File: src/include/serial_command_port_pkg.sv
// Constants, field layouts and carrier types for the serial command port.
// Assumes one system clock; the serial pins arrive asynchronously to it.
//
// Notes on behaviour
// - A frame is 24 bits, MSB first, one bit per rising serial clock.
// - Upper 8 bits are the address byte, lower 16 bits the data word.
// - Bits shift regardless of latch; frame captured on every latch rise.
// - Shift register clears to zero at power-on and after any reset.
// - Addresses 01,55,56,57,58,59 write data, control, reset, setup, gain, offset.
// - Address 00 is no-operation, 95 restarts the watchdog; neither stores.
// - Read request uses address 02, select code in data bits 5..0.
// - Frame after a read shifts out the selected register MSB first, falling edges.
// - Select codes pick status, data, control, setup, gain or offset.
// - Registers change only at latch rise; burst or continuous clock accepted.
// - With chain enable set, shifted data leaves on the serial output.
// - Chained write takes one frame, readback two.
// - All chained devices update together on the latch rise.
// - Narrow variant keeps data in bits 15..4; bits 3..0 read as zero.

`default_nettype none

package serial_command_port_pkg;

   localparam int FRAME_BITS = 24;
   localparam int ADDR_BITS  = 8;
   localparam int WORD_BITS  = 16;
   localparam int SEL_BITS   = 6;

   // ****************************************
   // Address byte codes
   // ****************************************
   localparam logic [7:0] ADDR_NOP         = 8'h00;
   localparam logic [7:0] ADDR_OUTPUT_CODE = 8'h01;
   localparam logic [7:0] ADDR_READ        = 8'h02;
   localparam logic [7:0] ADDR_CONTROL     = 8'h55;
   localparam logic [7:0] ADDR_SOFT_RESET  = 8'h56;
   localparam logic [7:0] ADDR_SETUP       = 8'h57;
   localparam logic [7:0] ADDR_GAIN_TRIM   = 8'h58;
   localparam logic [7:0] ADDR_OFFSET_TRIM = 8'h59;
   localparam logic [7:0] ADDR_WD_RESTART  = 8'h95;

   // ****************************************
   // Read select codes (low bits where don't care applies)
   // ****************************************
   localparam logic [1:0] SEL_STATUS      = 2'h0;
   localparam logic [1:0] SEL_OUTPUT_CODE = 2'h1;
   localparam logic [1:0] SEL_CONTROL     = 2'h2;
   localparam logic [5:0] SEL_SETUP       = 6'h0B;
   localparam logic [5:0] SEL_GAIN_TRIM   = 6'h13;
   localparam logic [5:0] SEL_OFFSET_TRIM = 6'h17;

   // ****************************************
   // Fields and reset values
   // ****************************************
   localparam int          CHAIN_ENABLE_POS   = 3;
   localparam int          SOFT_RESET_POS     = 0;
   localparam int          NARROW_LOW_BITS    = 4;
   localparam logic [23:0] FRAME_RESET        = 24'h000000;
   localparam logic [15:0] WORD_RESET         = 16'h0000;
   localparam logic [15:0] GAIN_TRIM_RESET    = 16'h0000;
   localparam int          SYNC_STAGES        = 3;

   // Frame carrier
   typedef struct packed {
      logic [7:0]  addr;
      logic [15:0] data;
   } frame_type;

   // Pin sample carrier
   typedef struct packed {
      logic sclk;
      logic sdi;
      logic latch;
   } pins_type;

endpackage : serial_command_port_pkg

`default_nettype wire

File: src/rtl/serial_command_port.sv
// Serial command port: shift register, latch decode, register file, readback.
// Assumes clk much faster than the host serial clock (about 8x or more);
// all pins are sampled and edges are found on clk.
// Fault levels pass the same filter; registers and sdo reset to zero.

`timescale 1ns/100ps
`default_nettype none

module serial_command_port
   import serial_command_port_pkg::*;
#(
   parameter bit NARROW_DATA = 1'b0
) (
   input  wire logic        clk,
   input  wire logic        srst,
   input  wire logic        sclk,
   input  wire logic        sdi,
   input  wire logic        latch,
   input  wire logic [4:0]  fault_in,
   output var  logic        sdo,
   output var  logic [15:0] output_code,
   output var  logic [15:0] main_control,
   output var  logic [15:0] setup,
   output var  logic [15:0] gain_trim,
   output var  logic [15:0] offset_trim,
   output var  logic        watchdog_restart,
   output var  logic        soft_reset_pulse
);

   // ****************************************
   // Pin synchronisers
   // ****************************************
   pins_type s1_reg;
   pins_type s2_reg;
   pins_type s3_reg;
   pins_type stable_reg;
   pins_type pins_now;
   logic [4:0] flt1_reg;
   logic [4:0] flt2_reg;
   logic [4:0] flt3_reg;
   logic [4:0] fault_sync_reg;

   assign pins_now = '{sclk: sclk, sdi: sdi, latch: latch};

   // Three stages; a level counts once stages two and three agree
   always_ff @(posedge clk) begin
      if (srst) begin
         s1_reg     <= '0;
         s2_reg     <= '0;
         s3_reg     <= '0;
         stable_reg <= '0;
      end else begin
         s1_reg <= pins_now;
         s2_reg <= s1_reg;
         s3_reg <= s2_reg;
         if (s2_reg.sclk == s3_reg.sclk) stable_reg.sclk <= s3_reg.sclk;
         if (s2_reg.sdi == s3_reg.sdi) stable_reg.sdi <= s3_reg.sdi;
         if (s2_reg.latch == s3_reg.latch) stable_reg.latch <= s3_reg.latch;
      end
   end

   // Fault levels take the same three stages as the serial pins
   always_ff @(posedge clk) begin
      if (srst) begin
         flt1_reg <= '0;
         flt2_reg <= '0;
         flt3_reg <= '0;
      end else begin
         flt1_reg <= fault_in;
         flt2_reg <= flt1_reg;
         flt3_reg <= flt2_reg;
      end
   end

   // ****************************************
   // Fault filter
   // ****************************************
   // Per bit: a level counts once stages two and three agree,
   // so one late sample near a transition never reaches status
   for (genvar b = 0; b < 5; b++) begin : g_fault_filter
      always_ff @(posedge clk) begin
         if (srst) begin
            fault_sync_reg[b] <= 1'b0;
         end else if (flt2_reg[b] == flt3_reg[b]) begin
            fault_sync_reg[b] <= flt3_reg[b];
         end
      end
   end

   // ****************************************
   // Edge detection
   // ****************************************
   logic sclk_rise;
   logic sclk_fall;
   logic latch_rise;
   logic agree_sclk;
   logic agree_latch;

   // Edge when the filtered level is about to change
   assign agree_sclk  = (s2_reg.sclk == s3_reg.sclk);
   assign agree_latch = (s2_reg.latch == s3_reg.latch);
   assign sclk_rise   = agree_sclk & s3_reg.sclk & ~stable_reg.sclk;
   assign sclk_fall   = agree_sclk & ~s3_reg.sclk & stable_reg.sclk;
   assign latch_rise  = agree_latch & s3_reg.latch & ~stable_reg.latch;

   // ****************************************
   // Frame path declarations
   // ****************************************
   // Declared ahead of the shift register, which reloads from the read path
   logic [15:0] wdata;
   logic        load_pending;
   logic [15:0] read_word;
   logic [5:0]  sel;
   logic        chain_enable;
   logic        readback_armed;
   logic [4:0]  wr_en;

   // ****************************************
   // Shift register
   // ****************************************
   logic [23:0] shift_reg;
   logic        soft_rst;

   // Shifts whatever the latch level; cleared by any reset
   always_ff @(posedge clk) begin
      if (srst || soft_rst) begin
         shift_reg <= FRAME_RESET;
      end else if (latch_rise && load_pending) begin
         shift_reg <= {read_word, 8'h00};
      end else if (sclk_rise) begin
         shift_reg <= {shift_reg[22:0], stable_reg.sdi};
      end
   end

   frame_type frame;
   assign frame = frame_type'(shift_reg);

   // ****************************************
   // Latch decode and register file
   // ****************************************
   // Narrow variant drops the low data bits on output code writes
   assign wdata = NARROW_DATA ? {frame.data[15:4], 4'h0} : frame.data;
   assign sel   = frame.data[5:0];
   assign load_pending = (frame.addr == ADDR_READ);

   // One write strobe per register, live only in the latch-rise cycle;
   // an address that decodes to nothing leaves every strobe low
   always_comb begin
      wr_en = 5'h00;
      if (!latch_rise) begin
         wr_en = 5'h00;
      end else if (frame.addr == ADDR_OUTPUT_CODE) begin
         wr_en[0] = 1'b1;
      end else if (frame.addr == ADDR_CONTROL) begin
         wr_en[1] = 1'b1;
      end else if (frame.addr == ADDR_SETUP) begin
         wr_en[2] = 1'b1;
      end else if (frame.addr == ADDR_GAIN_TRIM) begin
         wr_en[3] = 1'b1;
      end else if (frame.addr == ADDR_OFFSET_TRIM) begin
         wr_en[4] = 1'b1;
      end else begin
         wr_en = 5'h00;
      end
   end

   // ****************************************
   // Register file
   // ****************************************
   // Output code; chained devices all store on the same latch rise
   always_ff @(posedge clk) begin
      if (srst || soft_rst) begin
         output_code <= WORD_RESET;
      end else if (wr_en[0]) begin
         output_code <= wdata;
      end
   end

   // Main control; bit 3 steers the serial output
   always_ff @(posedge clk) begin
      if (srst || soft_rst) begin
         main_control <= WORD_RESET;
      end else if (wr_en[1]) begin
         main_control <= frame.data;
      end
   end

   // Setup word, stored as written
   always_ff @(posedge clk) begin
      if (srst || soft_rst) begin
         setup <= WORD_RESET;
      end else if (wr_en[2]) begin
         setup <= frame.data;
      end
   end

   // Gain trim has its own reset constant
   always_ff @(posedge clk) begin
      if (srst || soft_rst) begin
         gain_trim <= GAIN_TRIM_RESET;
      end else if (wr_en[3]) begin
         gain_trim <= frame.data;
      end
   end

   // Offset trim, stored as written
   always_ff @(posedge clk) begin
      if (srst || soft_rst) begin
         offset_trim <= WORD_RESET;
      end else if (wr_en[4]) begin
         offset_trim <= frame.data;
      end
   end

   // ****************************************
   // Command pulses
   // ****************************************
   // Command pulses; soft reset clears state on the next cycle
   always_ff @(posedge clk) begin
      if (srst) begin
         watchdog_restart <= 1'b0;
         soft_reset_pulse <= 1'b0;
         soft_rst         <= 1'b0;
      end else begin
         watchdog_restart <= latch_rise && (frame.addr == ADDR_WD_RESTART);
         soft_rst <= latch_rise && (frame.addr == ADDR_SOFT_RESET)
                     && frame.data[SOFT_RESET_POS];
         soft_reset_pulse <= soft_rst;
      end
   end

   // ****************************************
   // Readback selection
   // ****************************************
   logic [15:0] status_word;
   assign status_word = {11'h000, fault_sync_reg};

   // Explicit codes first, then the don't-care low-bit codes
   always_comb begin
      if (sel == SEL_SETUP) begin
         read_word = setup;
      end else if (sel == SEL_GAIN_TRIM) begin
         read_word = gain_trim;
      end else if (sel == SEL_OFFSET_TRIM) begin
         read_word = offset_trim;
      end else if (sel[1:0] == SEL_STATUS) begin
         read_word = status_word;
      end else if (sel[1:0] == SEL_OUTPUT_CODE) begin
         read_word = output_code;
      end else if (sel[1:0] == SEL_CONTROL) begin
         read_word = main_control;
      end else begin
         read_word = WORD_RESET;
      end
   end

   // ****************************************
   // Serial output
   // ****************************************
   // Chain enable is the stored control bit; it gates what leaves on sdo
   assign chain_enable = main_control[CHAIN_ENABLE_POS];

   // Armed by a read latch, disarmed by the next latch: the frame in
   // between is the one that carries the selected register out
   always_ff @(posedge clk) begin
      if (srst || soft_rst) begin
         readback_armed <= 1'b0;
      end else if (latch_rise) begin
         readback_armed <= load_pending;
      end
   end

   // Bit 23 goes out at the latch rise already, so the host or the next
   // device takes the MSB on the first rising edge of the next frame;
   // later bits follow each falling edge. Stand-alone with no read armed
   // keeps sdo low, so a stray frame never shows old shift contents.
   always_ff @(posedge clk) begin
      if (srst || soft_rst) begin
         sdo <= 1'b0;
      end else if (latch_rise) begin
         if (load_pending) begin
            sdo <= read_word[15];
         end else if (chain_enable) begin
            sdo <= shift_reg[23];
         end else begin
            sdo <= 1'b0;
         end
      end else if (sclk_fall) begin
         if (chain_enable || readback_armed) begin
            sdo <= shift_reg[23];
         end else begin
            sdo <= 1'b0;
         end
      end
   end

endmodule : serial_command_port

`default_nettype wire

File: config.mk
export PLATFORM = sky130hd
export DESIGN_NAME = serial_command_port
export DESIGN_NICKNAME = d
export VERILOG_FILES = /design/src/include/serial_command_port_pkg.sv /design/src/rtl/serial_command_port.sv
export SDC_FILE = /design/constraint.sdc
export NUM_CORES = 1
export LEC_CHECK = 0
export ABC_AREA = 1
export BUFFER_PORTS_ARGS = -buffer_cell sky130_fd_sc_hd__buf_4
export CORE_ASPECT_RATIO = 1.5
export CORE_UTILIZATION = 30
export DETAILED_ROUTE_END_ITERATION = 6
export PLACE_DENSITY = 0.5
export SYNTH_ARGS = -nofsm -noshare
export SYNTH_HDL_FRONTEND = slang
export SYNTH_SLANG_ARGS = --single-unit
File: constraint.sdc
create_clock -name clk -period 2.1 [get_ports clk]
set_clock_uncertainty 0.05 [all_clocks]
set_input_delay 0 -clock clk [delete_from_list [all_inputs] [get_ports clk]]
set_output_delay 0 -clock clk [all_outputs]
set_load 0.01 [all_outputs]
## After elaboration in Yosys (flattened, before gate mapping)

Cells that the tools add are included.

| word-level totals | value |
|---|---|
| output and inout port bits | 83 |
| bits in registers | 141 |
| word-level logic and storage cells | 95 |
| input port bits | 10 |

| cells by class | value |
|---|---|
| reduce and logical (&&, ||, !) cells | 10 |
| equal/unequal tests | 21 |
| bitwise operators | 9 |
| multiplexer cells | 23 |

Operators by type and width:

| cell | number |
|---|---|
| $mux 16 | 6 |
| $mux 24 | 2 |
| $eq 8x7->1 const B | 5 |
| $eq 6x5->1 const B | 2 |
| $mux 1 | 11 |
| $eq 1x1->1 | 8 |
| $eq 8x1->1 const B | 1 |
| $eq 8x2->1 const B | 1 |
| $eq 8x8->1 const B | 1 |
| $and 1x1->1 | 6 |
| $eq 6x4->1 const B | 1 |
| $mux 5 | 1 |
| $logic_and 1x1->1 | 4 |
| $mux 4 | 1 |
| $reduce_bool 2->1 | 2 |
| $mux 3 | 1 |
| $not 1->1 | 3 |
| $eq 2x1->1 const B | 1 |
| $eq 2x2->1 const B | 1 |
| $logic_not 2->1 | 1 |
| $logic_or 1x1->1 | 2 |
| $mux 2 | 1 |
| $reduce_or 2->1 | 1 |

## Depth between registers and ports, before layout

| logic depth | value |
|---|---|
| depth after elaboration | 9 |
| mapped depth | 11 |
| depth with buffers taken out | 9 |

## Worst setup path after synthesis

No wires, ideal clock.

| timing path | value |
|---|---|
| path type | register to register |
| from | register s2_reg[0] (netlist name) |
| to | register output_code[14] |
| required time | 1.985 ns |
| path buffers | 2 |
| clock period less this slack | 1.571 ns |
| arrival time | 1.456 ns |
| setup slack | 0.529 ns |
| setup time | 0.065 ns |
| cell stages (with the launch flop) | 10 |
| cells stage by stage | dfxtp_1 -> ha_1 -> nand2_1 -> inv_1 -> buf_4 -> nand4_1 -> inv_1 -> buf_2 -> nor2_1 -> nor2_1 |

| on the way | value |
|---|---|
| word-level cells in the longest chain between the ends | 4 |

Ends and longest elaborated chain:

| item | RTL line | RTL |
|---|---|---|
| start: declaration | serial_command_port.sv:34 | `pins_type s2_reg;` |
| start signal: assignment | serial_command_port.sv:54 | `s2_reg <= s1_reg;` |
| $eq 1x1->1 | serial_command_port.sv:101 | `assign agree_latch = (s2_reg.latch == s3_reg.latch);` |
| $and 1x1->1 (2 in series) | serial_command_port.sv:104 | `assign latch_rise = agree_latch & s3_reg.latch & ~stable_reg.latch;` |
| $mux 5 | serial_command_port.sv:150 | `if (!latch_rise) begin` |
| end signal: assignment | serial_command_port.sv:175 | `output_code <= wdata;` |
| end: declaration | serial_command_port.sv:21 | `output var logic [15:0] output_code,` |

No other way between the ends.
A chain may end at the register's enable or synchronous reset.

## Worst setup path after layout

| timing path | value |
|---|---|
| from | register s2_reg[0] (netlist name) |
| to | register offset_trim[4] |

| on the way | value |
|---|---|
| word-level cells in the longest chain between the ends | 4 |

Ends and longest elaborated chain:

| item | RTL line | RTL |
|---|---|---|
| $eq 1x1->1 | serial_command_port.sv:101 |  |
| $and 1x1->1 (2 in series) | serial_command_port.sv:104 |  |
| $mux 5 | serial_command_port.sv:150 |  |
| end signal: assignment | serial_command_port.sv:211 | `offset_trim <= frame.data;` |
| end: declaration | serial_command_port.sv:25 | `output var logic [15:0] offset_trim,` |

No other way between the ends.

==> results.py <==
metrics = {
    "clock_tree": {
        "cts_tree": "yes",
        "clockRootBuffer": "clkbuf_16",
        "path_clk_slew_ns": 0.06,
        "htreeDepth": 4,
        "clk_path_buf_depth": 2,
        "cts-buffers-inserted": 17,
        "postCtsSetupRepairBufs": 0,
        "cts.sinks": 141,
        "cts_resized": 0,
        "worstSkewPairLatency_ns": 0.43,
    },
    "sta": {
        "final.min_clock_period_ns": 1.90,
        "fin_crit_sh_pct": 90.3,
        "tns_ns": 0,
        "relSlewSlack_pct": 44.0,
        "max_freq_mhz": 527,
        "finalMaxSlewViolations": 0,
        "tightest_slew_ns": 0.837,
        "grt_setup_unrepaired": "false",
        "finalSetupViolCount": 0,
        "hold_viol": 0,
    },
    "routing": {
        "wire_per_inst_um": 17.3,
        "drcViolationCount": 0,
        "first_pass_iters": 5,
        "ant_nets": 0,
        "via_count": 5860,
        "routed_wl_um": 21100,
        "vias_per_cell": 4.81,
        "drt_iter0_drc": 405,
    },
    "worst_setup_path": {
        "cp.required_ns": 2.38,
        "path_max_fanout": 32,
        "cp-start-kind": "register",
        "cp-end-kind": "register",
        "cp_data_arrival_time_ns": 2.17,
        "critical_path_class": "register to register",
    },
    "synthesis": {
        "avgSynthCellArea_sq_um": 7.06,
        "synth_seq_area_share_pct": 47.8,
        "ys_ff_latch": 141,
        "synthDistinctLibCells": 27,
        "synthArstFlopShare_pct": 0,
        "syn_area_sq_um": 5900,
        "synth-edff-count": 0,
        "yosysWarnings": 0,
        "synth_nets": 849,
        "synth-main-ff-cell": "dfxtp_1",
        "synth_cells": 836,
    },
    "pwr": {
        "max-vdd-ir-drop_mv": 0.502,
        "powerDensity_nw_per_um2": 754,
        "combPwrFrac_pct": 2.5,
        "switchingPower_mw": 1.23,
        "p_leak_nw": 3.25,
        "internal_power_mw": 4.63,
        "swShare_pct": 21.0,
        "pwr-share-seq_pct": 46.3,
        "clockPowerShare_pct": 51.2,
    },
    "final_layout": {
        "area_growth_pct": 31.7,
        "drive_gt1_share_pct": 16.9,
        "design_area_sq_um": 7770,
        "final_nets": 964,
        "largest_reg_flops": 24,
        "antennaDiodeCount": 0,
    },
    "floorplan": {
        "die_w_um": 117,
        "dieArea_sq_um": 20200,
        "die_h_um": 174,
        "rows": 62,
        "ioPinCount": 93,
        "initial_core_util_pct": 30.7,
        "core_region_area_sq_um": 19200,
    },
    "status": {
        "status": "completed",
    },
    "global_routing": {
        "grt_max_degree": 52,
        "grt_usage_pct": 21.7,
        "grt_pass1_vias": 5446,
        "grt_pass1_wl_um": 31900,
        "antenna_found_initial": 0,
        "overflow": 0,
    },
    "place": {
        "portBuffers": 92,
        "dp_hpwl_um": 15300,
        "gp_congestion": 0.887,
        "placed_area_sq_um": 7020,
    },
    "worst_hold_path": {
        "hold_path.class": "register to register",
    },
    "flow_run": {
        "max-cap-violations": 0,
    },
}
routing by layer:
layer  vias up  routed length, um  track usage [%]  share of wire, %
met5         -                  0                0                 0
met4         0                660             10.1               3.1
met3        38                707             3.85               3.3
met2       161              11200             38.5                53
met1      2738               8540             24.4                40
li1       2923                  -                -                 -
repair_timing:
| item | 4_1_cts | 5_1_grt |
|---|---|---|
| setup endpoints to repair | 0 | 0 |
| hold buffers | 17 | 0 |
| hold endpoints to repair | 29 | 0 |
Yosys cell counts (2+ instances only):
master	count	area (sq um)
nand4_1	36	225
o21ai_0	56	280
a21oi_1	84	420
inv_2	4	15.0
clkbuf_1	33	124
inv_1	69	259
a211oi_1	4	30.0
clkinv_1	2	7.51
nand3_1	26	130
ha_1	3	37.5
buf_2	14	70.1
o21a_1	8	60.1
nor2_1	127	477
nand3b_1	8	60.1
nand2_1	210	788
dfxtp_1	141	2820
critical path: stages, from the launching register on:
cell     delay [ns]
dfxtp_1        0.33
ha_1           0.14
nand2_1        0.12
inv_1          0.12
buf_4          0.19
nand2_1        0.11
nor3b_4        0.27
buf_12         0.23
nand2_1        0.13
nand2_1        0.08
nor2_1         0.04
metrics by stage:
step                hold slack (ns)  total power, mW  setup WS (ns)  cells  utilization [%]
finish                        0.350             5.86          0.204   1219             40.4
global route                  0.361             6.06        0.00652   1219             40.4
CTS                           0.351             5.92          0.188   1219             40.4
detailed placement            0.158             2.89          0.192   1171             36.5
global placement              0.152             2.89          0.209   1171             36.5
floorplan                    0.0570             2.84          0.529    836                -
layout make-up:
type | instances | area, sq um
flip-flops and latches | 141 | 2820
well taps | 256 | 320
repair buffers | 144 | 1160
inverters | 75 | 282
clock inverters | 5 | 81.3
multi-input cells | 572 | 2600
fillers | 2111 | 11500
clock buffers | 26 | 499
logic make-up after synthesis:
family,after synthesis,share of synthesized area (%)
AO/OA/AOI/OAI,154,13.6
adder cells (fa/ha/maj),3,0.636
buffers and inverters,123,8.19
flip-flops,141,47.8
AND/OR/NAND/NOR,415,29.7
layout by cell type (no fill, tap or decap), drive strengths merged, types with 26 or more instances in the layout:
cell type and count:
dfxtp 141, nand3 27, nand4 36, nand2 210, buf 127, clkbuf 26, o21ai 57, a21oi 84
nor2 128, inv 73
power groups by stage:
stage	sequential [mW]	clock [mW]	combinational, mW
6_report	2.71	3.00	0.148
5_1_grt	2.71	3.18	0.164
2_1_floorplan	2.77	0	0.0789
4_1_cts	2.71	3.06	0.149
3_5_place_dp	2.77	0	0.125
3_3_place_gp	2.77	0	0.125
worst paths after layout:
path                    end   startpoint  cells past startpoint  slack [ns]
max          offset_trim[4]    s2_reg[0]                     10        0.20
min             flt2_reg[0]  flt1_reg[0]                      2        0.35
max reg2reg  offset_trim[4]    s2_reg[0]                     10        0.20
min reg2reg     flt2_reg[0]  flt1_reg[0]                      2        0.35
Power figures use the tool's default switching activity.
